==> config.mk <==
export PLATFORM = sky130hd
export DESIGN_NAME = lhr_limp_home
export DESIGN_NICKNAME = d
export VERILOG_FILES = /design/src/lhr_pkg.sv /design/src/lhr_limp_home.sv /design/src/lhr_persist_timer.sv
export VERILOG_INCLUDE_DIRS = /design/src
export SDC_FILE = /design/constraint.sdc
export NUM_CORES = 1
export LEC_CHECK = 0
export ABC_AREA = 1
export BUFFER_PORTS_ARGS = -buffer_cell sky130_fd_sc_hd__buf_4
export CORE_ASPECT_RATIO = 1.4
export CORE_MARGIN = 2
export CORE_UTILIZATION = 25
export DETAILED_ROUTE_END_ITERATION = 7
export GPL_TIMING_DRIVEN = 0
export PLACE_DENSITY = 0.41
export SETUP_SLACK_MARGIN = 0.02
export SLEW_MARGIN = 20
export SYNTH_ARGS = -nofsm -noshare
export SYNTH_HDL_FRONTEND = slang
export SYNTH_HIERARCHICAL = 1
export SYNTH_SLANG_ARGS = --single-unit
==> constraint.sdc <==
create_clock -name sys_clk_i -period 1.7 [get_ports sys_clk_i]
set_input_delay 0.34 -clock sys_clk_i [delete_from_list [all_inputs] [get_ports sys_clk_i]]
set_output_delay 0.34 -clock sys_clk_i [all_outputs]
set_load 0.02 [all_outputs]
==> src/lhr_params.svh <==
// Constants for the limp-home reset supervisor: map, fields, reset values, timing
`ifndef LHR_PARAMS_SVH
`define LHR_PARAMS_SVH

`define LHR_ADDR_W 7
`define LHR_DATA_W 8
`define LHR_FS_CTRL_ADDR 7'h02
`define LHR_FORCE_BIT 2
`define LHR_CNT_HI 1
`define LHR_CNT_LO 0
`define LHR_CNT_RESET 2'h0
`define LHR_CNT_FULL 2'h3
`define LHR_CNT_STEP 2'h1
`define LHR_RSVD_ZERO 5'h00
`define LHR_READ_ZERO 8'h00
`define LHR_CLK_MHZ 250
`define LHR_LIMP_DELAY_NS 1000000
`define LHR_LIMP_DELAY_CYC (`LHR_LIMP_DELAY_NS * `LHR_CLK_MHZ / 1000)
`define LHR_NUM_TIMERS 2
`define LHR_TMR_OVERTEMP 0
`define LHR_TMR_RESET_LONG 1

`endif

==> src/lhr_pkg.sv <==
// Types shared by the limp-home reset supervisor and its helpers
`include "lhr_params.svh"

package lhr_pkg;

  typedef struct packed {
    logic wr;
    logic rd;
    logic [`LHR_ADDR_W-1:0] addr;
    logic [`LHR_DATA_W-1:0] wdata;
  } lhr_reg_req_t;

  typedef struct packed {
    logic valid;
    logic [`LHR_DATA_W-1:0] rdata;
  } lhr_reg_rsp_t;

  typedef struct packed {
    logic reset_mode;
    logic off_mode;
    logic overtemp;
    logic forced_normal_select;
  } lhr_sbc_state_t;

endpackage : lhr_pkg

==> src/lhr_limp_home.sv <==
// Limp-home supervisor: reset event counter, force bit and open-drain pin
`timescale 1ns/10ps
`include "lhr_params.svh"

module lhr_limp_home #(
  parameter int unsigned LIMP_DELAY_CYC = `LHR_LIMP_DELAY_CYC
) (
  input wire logic sys_clk_i,
  input wire logic rst_n_i,
  input wire lhr_pkg::lhr_reg_req_t reg_req_i,
  output lhr_pkg::lhr_reg_rsp_t reg_rsp_o,
  input wire lhr_pkg::lhr_sbc_state_t sbc_state_i,
  output logic limp_o,
  output logic limp_oe_n_o,
  output logic [`LHR_CNT_HI:0] reset_event_counter_o
);
  import lhr_pkg::*;

  logic fallback_force_bit_q, fallback_force_bit_d;
  logic [`LHR_CNT_HI:0] reset_event_counter_q, reset_event_counter_d;
  logic reset_mode_prev_q, reset_mode_prev_d;
  logic limp_q, limp_d;
  logic limp_oe_n_q, limp_oe_n_d;
  lhr_reg_rsp_t rsp_q, rsp_d;

  logic reset_entry;
  logic ctrl_wr;
  logic ctrl_rd;
  logic fn_mode;
  logic off_mode;
  logic wr_force;
  logic [`LHR_CNT_HI:0] wr_count;
  logic [`LHR_NUM_TIMERS-1:0] tmr_cond;
  logic [`LHR_NUM_TIMERS-1:0] tmr_trip;
  logic wrap_trip;
  logic any_trip;

  assign fn_mode = sbc_state_i.forced_normal_select;
  assign off_mode = sbc_state_i.off_mode;
  // Every entry outside forced normal and Off mode counts, including the pass through Reset after sleep exit
  assign reset_entry = sbc_state_i.reset_mode && !reset_mode_prev_q;
  assign ctrl_wr = reg_req_i.wr && reg_req_i.addr == `LHR_FS_CTRL_ADDR;
  assign ctrl_rd = reg_req_i.rd && reg_req_i.addr == `LHR_FS_CTRL_ADDR;
  assign wr_force = reg_req_i.wdata[`LHR_FORCE_BIT];
  assign wr_count = reg_req_i.wdata[`LHR_CNT_HI:`LHR_CNT_LO];

  assign tmr_cond[`LHR_TMR_OVERTEMP] = sbc_state_i.overtemp;
  assign tmr_cond[`LHR_TMR_RESET_LONG] = sbc_state_i.reset_mode;

  // Both long-duration watchers share one delay; disabled in forced normal
  // and in Off mode so that they restart cleanly afterwards.
  generate
    for (genvar g = 0; g < `LHR_NUM_TIMERS; g++) begin : g_tmr
      lhr_persist_timer #(
        .DELAY_CYC(LIMP_DELAY_CYC)
      ) u_tmr (
        .sys_clk_i(sys_clk_i),
        .rst_n_i(rst_n_i),
        .enable_i(!fn_mode && !off_mode),
        .cond_i(tmr_cond[g]),
        .trip_o(tmr_trip[g])
      );
    end
  endgenerate

  assign wrap_trip = reset_entry && !fn_mode &&
                     reset_event_counter_q == `LHR_CNT_FULL;
  assign any_trip = wrap_trip ||
                    tmr_trip[`LHR_TMR_OVERTEMP] ||
                    tmr_trip[`LHR_TMR_RESET_LONG];

  // Counter and force bit. Hardware events win over a same-cycle write so
  // that a trip cannot be lost to a host clearing the bit at that moment.
  always_comb begin
    reset_event_counter_d = reset_event_counter_q;
    fallback_force_bit_d = fallback_force_bit_q;
    reset_mode_prev_d = sbc_state_i.reset_mode;
    if (off_mode) begin
      reset_event_counter_d = `LHR_CNT_RESET;
      fallback_force_bit_d = 1'b0;
    end else if (fn_mode) begin
      fallback_force_bit_d = 1'b0;
      if (ctrl_wr) begin
        reset_event_counter_d = wr_count;
      end
    end else begin
      if (reset_entry) begin
        // Two-bit add wraps 11 to 00 by itself
        reset_event_counter_d = reset_event_counter_q + `LHR_CNT_STEP;
      end else if (ctrl_wr) begin
        reset_event_counter_d = wr_count;
      end
      if (any_trip) begin
        fallback_force_bit_d = 1'b1;
      end else if (ctrl_wr) begin
        fallback_force_bit_d = wr_force;
      end
    end
  end

  // Pin registers follow the next value so pin and bit change on one edge
  always_comb begin
    limp_d = 1'b0;
    limp_oe_n_d = !fallback_force_bit_d;
  end

  // Register read port; reserved and unmapped bits read as zero
  always_comb begin
    rsp_d.valid = reg_req_i.rd;
    rsp_d.rdata = `LHR_READ_ZERO;
    if (ctrl_rd) begin
      rsp_d.rdata = {`LHR_RSVD_ZERO, fallback_force_bit_q,
                     reset_event_counter_q};
    end
  end

  always_ff @(posedge sys_clk_i) begin
    if (!rst_n_i) begin
      reset_event_counter_q <= `LHR_CNT_RESET;
      fallback_force_bit_q <= 1'b0;
      reset_mode_prev_q <= 1'b0;
      limp_q <= 1'b0;
      limp_oe_n_q <= 1'b1;
      rsp_q <= '0;
    end else begin
      reset_event_counter_q <= reset_event_counter_d;
      fallback_force_bit_q <= fallback_force_bit_d;
      reset_mode_prev_q <= reset_mode_prev_d;
      limp_q <= limp_d;
      limp_oe_n_q <= limp_oe_n_d;
      rsp_q <= rsp_d;
    end
  end

  assign limp_o = limp_q;
  assign limp_oe_n_o = limp_oe_n_q;
  assign reg_rsp_o = rsp_q;
  assign reset_event_counter_o = reset_event_counter_q;
endmodule // lhr_limp_home

==> src/lhr_persist_timer.sv <==
// Persistence timer: one pulse once a condition has held longer than a delay
`timescale 1ns/10ps
`include "lhr_params.svh"

module lhr_persist_timer #(
  parameter int unsigned DELAY_CYC = `LHR_LIMP_DELAY_CYC,
  parameter int unsigned CNT_W = $clog2(DELAY_CYC + 2)
) (
  input wire logic sys_clk_i,
  input wire logic rst_n_i,
  input wire logic enable_i,
  input wire logic cond_i,
  output logic trip_o
);
  import lhr_pkg::*;

  localparam logic [CNT_W-1:0] DELAY_MAX = CNT_W'(DELAY_CYC);
  localparam logic [CNT_W-1:0] CNT_ONE = CNT_W'(1);

  logic [CNT_W-1:0] cnt_q, cnt_d;
  logic done_q, done_d;
  logic trip_q, trip_d;

  // Fires once per continuous episode, so a software clear is not undone
  // by a condition that is still present.
  always_comb begin
    cnt_d = cnt_q;
    done_d = done_q;
    trip_d = 1'b0;
    if (!enable_i || !cond_i) begin
      cnt_d = '0;
      done_d = 1'b0;
    end else if (cnt_q != DELAY_MAX) begin
      cnt_d = cnt_q + CNT_ONE;
    end else if (!done_q) begin
      trip_d = 1'b1;
      done_d = 1'b1;
    end
  end

  always_ff @(posedge sys_clk_i) begin
    if (!rst_n_i) begin
      cnt_q <= '0;
      done_q <= 1'b0;
      trip_q <= 1'b0;
    end else begin
      cnt_q <= cnt_d;
      done_q <= done_d;
      trip_q <= trip_d;
    end
  end

  assign trip_o = trip_q;
endmodule // lhr_persist_timer

==> impl_metrics.yaml <==
cts:
  root_buffer: "clkbuf_16"
  post_cts_buffers: 0
  cts_max_level: 2
  post_cts_resized: 0
  clk_pin_slew_ps: 70
  worstSkewPairLatency_ps: 290
  cts_buffers: 5
  clock_sinks: 49
  ctsHoldBuffers: 0
  clockBufferDepth: 2
  cts_tree: "built"
global_route:
  grt_pass1_wl_um: 10900
  grt_max_degree: 15
  gr-total-overflow: 0
  grt_use_total: 0.119
  met2_usage: 0.233
  antenna_found_initial: 0
  globalRouteMet1Util: 0.127
  grt-busiest-layer: "met2"
  grt_pass1_vias: 2351
  grt_use_met3: 0.0253
logic_synthesis:
  synth_cells: 398
  synth_warnings: 6
  ys_ff_latch: 49
  ys_seq_area_frac: 0.373
  netlist_area_um2: 2630
  avgSynthCellArea_um2: 6.60
  ys_types: 25
timing:
  slew_violations: 0
  final_hold_viol_count: 0
  setup_viol: 0
  timing.slew.headroom: 0.612
  fin_setup_tns_ps: 0
  worst_pin_slew_ps: 582
  period_share: 0.864
  period_needed_ps: 1470
  rsz0062_at_grt: "no"
  timing.fmax_ghz: 0.681
  fin_skew_ps: 5.22
  fin_ws_ps: 231
  hold_ws_ps: 252
cells_and_area:
  final_cell_mix: "nand2_1, inv_1, nor2_1, dfxtp_1, nand3_1"
  fin_nets: 462
  fillers: 1192
  final_layout_size_suffix_gt1_frac: 0.143
  final_area_um2: 3160
  final_common_cell: "nand2_1"
  syn_to_final_growth_pct: 20.1
  n_antenna_cell: 0
floorplanning:
  num_rows: 44
  start_util: 0.255
  core_um2: 10300
  die_h_um: 125
  dieArea_um2: 11400
  num_io_pins: 36
  die_x_um: 90.6
drt:
  wl_um: 6380
  dr.pass1.iters: 4
  final_antenna_net_count: 0
  drt_iter0_markers: 48
  wl_per_cell_um: 11.1
  viasPerCell: 4.20
  remaining_drc_errors: 0
  via_count: 2406
worst_setup_path:
  end_kind: "flip-flop"
  cpLargestDelayFamily: "simple AND/OR/NAND/NOR gates"
  path_buf_inv: 1
  critical_path.startpoint_type: "flip-flop"
  critical_path.max_fanout: 5
  cp_slowest_stage_delay_ps: 350
  crit_chain: "ha_1 -> nand3_1 -> inv_1 -> nand2_2 -> nor2_4 -> or2_1 -> and2_1"
  required_ps: 1880
  critPathSlowestCell: "dfxtp_1"
  crit_type: "reg -> reg"
  crit_arrival_ps: 1650
pwr:
  p_leak_uw: 0.00132
  max-vdd-ir-drop_mv: 0.372
  power.density_nw_per_um2: 738
placement:
  gp_congestion: 0.791
  hpwl_um: 5110
  place_ws_ps: 232
  post_dp_cell_area_um2: 3000
  io_buffers: 24
min_path:
  worstHoldPathType: "in -> reg"
flow_run:
  maxCapViolCount: 0
status:
  status: "finished clean"
==> state kept, by name, summed over array words and instances, names as in the netlist <==
name and count:
fallback_force_bit_q 1, reset_mode_prev_q 1, limp_oe_n_o 1, g_tmr.u_tmr/done_q 2, g_tmr.u_tmr/cnt_q 36, g_tmr.u_tmr/trip_o 2
reset_event_counter_o 2, reg_rsp_o 4
==> cells in the mapped netlist <==
library cell / instances / share of area
nand2_1: 74 / 0.11
inv_1: 64 / 0.091
nor2_1: 61 / 0.087
dfxtp_1: 49 / 0.37
nand3_1: 35 / 0.067
a21oi_1: 32 / 0.061
o21ai_0: 18 / 0.034
nand4_1: 10 / 0.024
nor2_2: 7 / 0.017
buf_4: 6 / 0.017
nand2_2: 6 / 0.014
ha_1: 5 / 0.024
nand3_2: 4 / 0.015
nand3b_1: 4 / 0.011
inv_2: 3 / 0.0043
nor2_4: 3 / 0.013
nor3_1: 3 / 0.0057
or2_1: 3 / 0.0071
and2_1: 2 / 0.0048
clkbuf_1: 2 / 0.0029
o21a_1: 2 / 0.0057
xor2_1: 2 / 0.0067
conb_1: 1 / 0.0014
nor3_2: 1 / 0.0038
nor3b_1: 1 / 0.0029
==> power by group <==
part | switching [µW] | internal (µW) | total (µW)
Clock | 437 | 624 | 1060
Combinational | 59.8 | 52.4 | 112
Sequential | 4.90 | 1150 | 1160
Total | 502 | 1830 | 2330
==> worst min-delay path, delay by kind of cell <==
family | cells | cell delay [ps]
buffers and inverters | 2 | 130
and+or+nand+nor | 1 | 40
==> logic make-up after synthesis <==
family,Yosys count,share of synthesized area
buffers and inverters,75,0.116
AOI/OAI and AO/OA,52,0.101
and+or+nand+nor,214,0.378
adders and majority gates,5,0.0238
other,1,0.00143
DFF,49,0.373
xor gates and xnor gates,2,0.00667
==> through the flow <==
| stage | cells | power (µW) | util |
|---|---|---|---|
| detailed placement | 565 | 1300 | 0.291 |
| finish | 573 | 2330 | 0.307 |
| global placement | 565 | 1300 | 0.291 |
| global route | 573 | 2430 | 0.307 |
| CTS | 573 | 2390 | 0.307 |
| floorplan | 403 | 1240 | - |
==> metal layers <==
layer / part of all wire / vias to the layer above
li1: - / 1316
met1: 0.41 / 1074
met2: 0.57 / 9
met3: 0.017 / 7
met4: 0.011 / 0
met5: 0 / -
==> cell type report <==
cell class / count / area [µm²] / area share
Clock inverter: 1 / 5.00 / 0.00159
Timing Repair Buffer: 24 / 180 / 0.0571
Tap cell: 138 / 173 / 0.0547
Multi-Input combinational cell: 279 / 1360 / 0.431
Sequential cell: 49 / 981 / 0.311
Buffer: 8 / 52.6 / 0.0166
Clock buffer: 7 / 153 / 0.0484
Inverter: 67 / 251 / 0.0797
==> final timing paths <==
| check | end | cells past startpoint | from | slack, ps |
|---|---|---|---|---|
| min | reset_mode_prev_q | 3 | sbc_state_i[3] | 250 |
| max | g_tmr[0].u_tmr/cnt_q[12] | 7 | g_tmr[0].u_tmr/cnt_q[0] | 230 |
| max reg2reg | g_tmr[0].u_tmr/cnt_q[12] | 7 | g_tmr[0].u_tmr/cnt_q[0] | 230 |
| min reg2reg | g_tmr[0].u_tmr/trip_o | 1 | g_tmr[0].u_tmr/done_q | 420 |
Note: power is estimated with default switching activity, not from simulation.
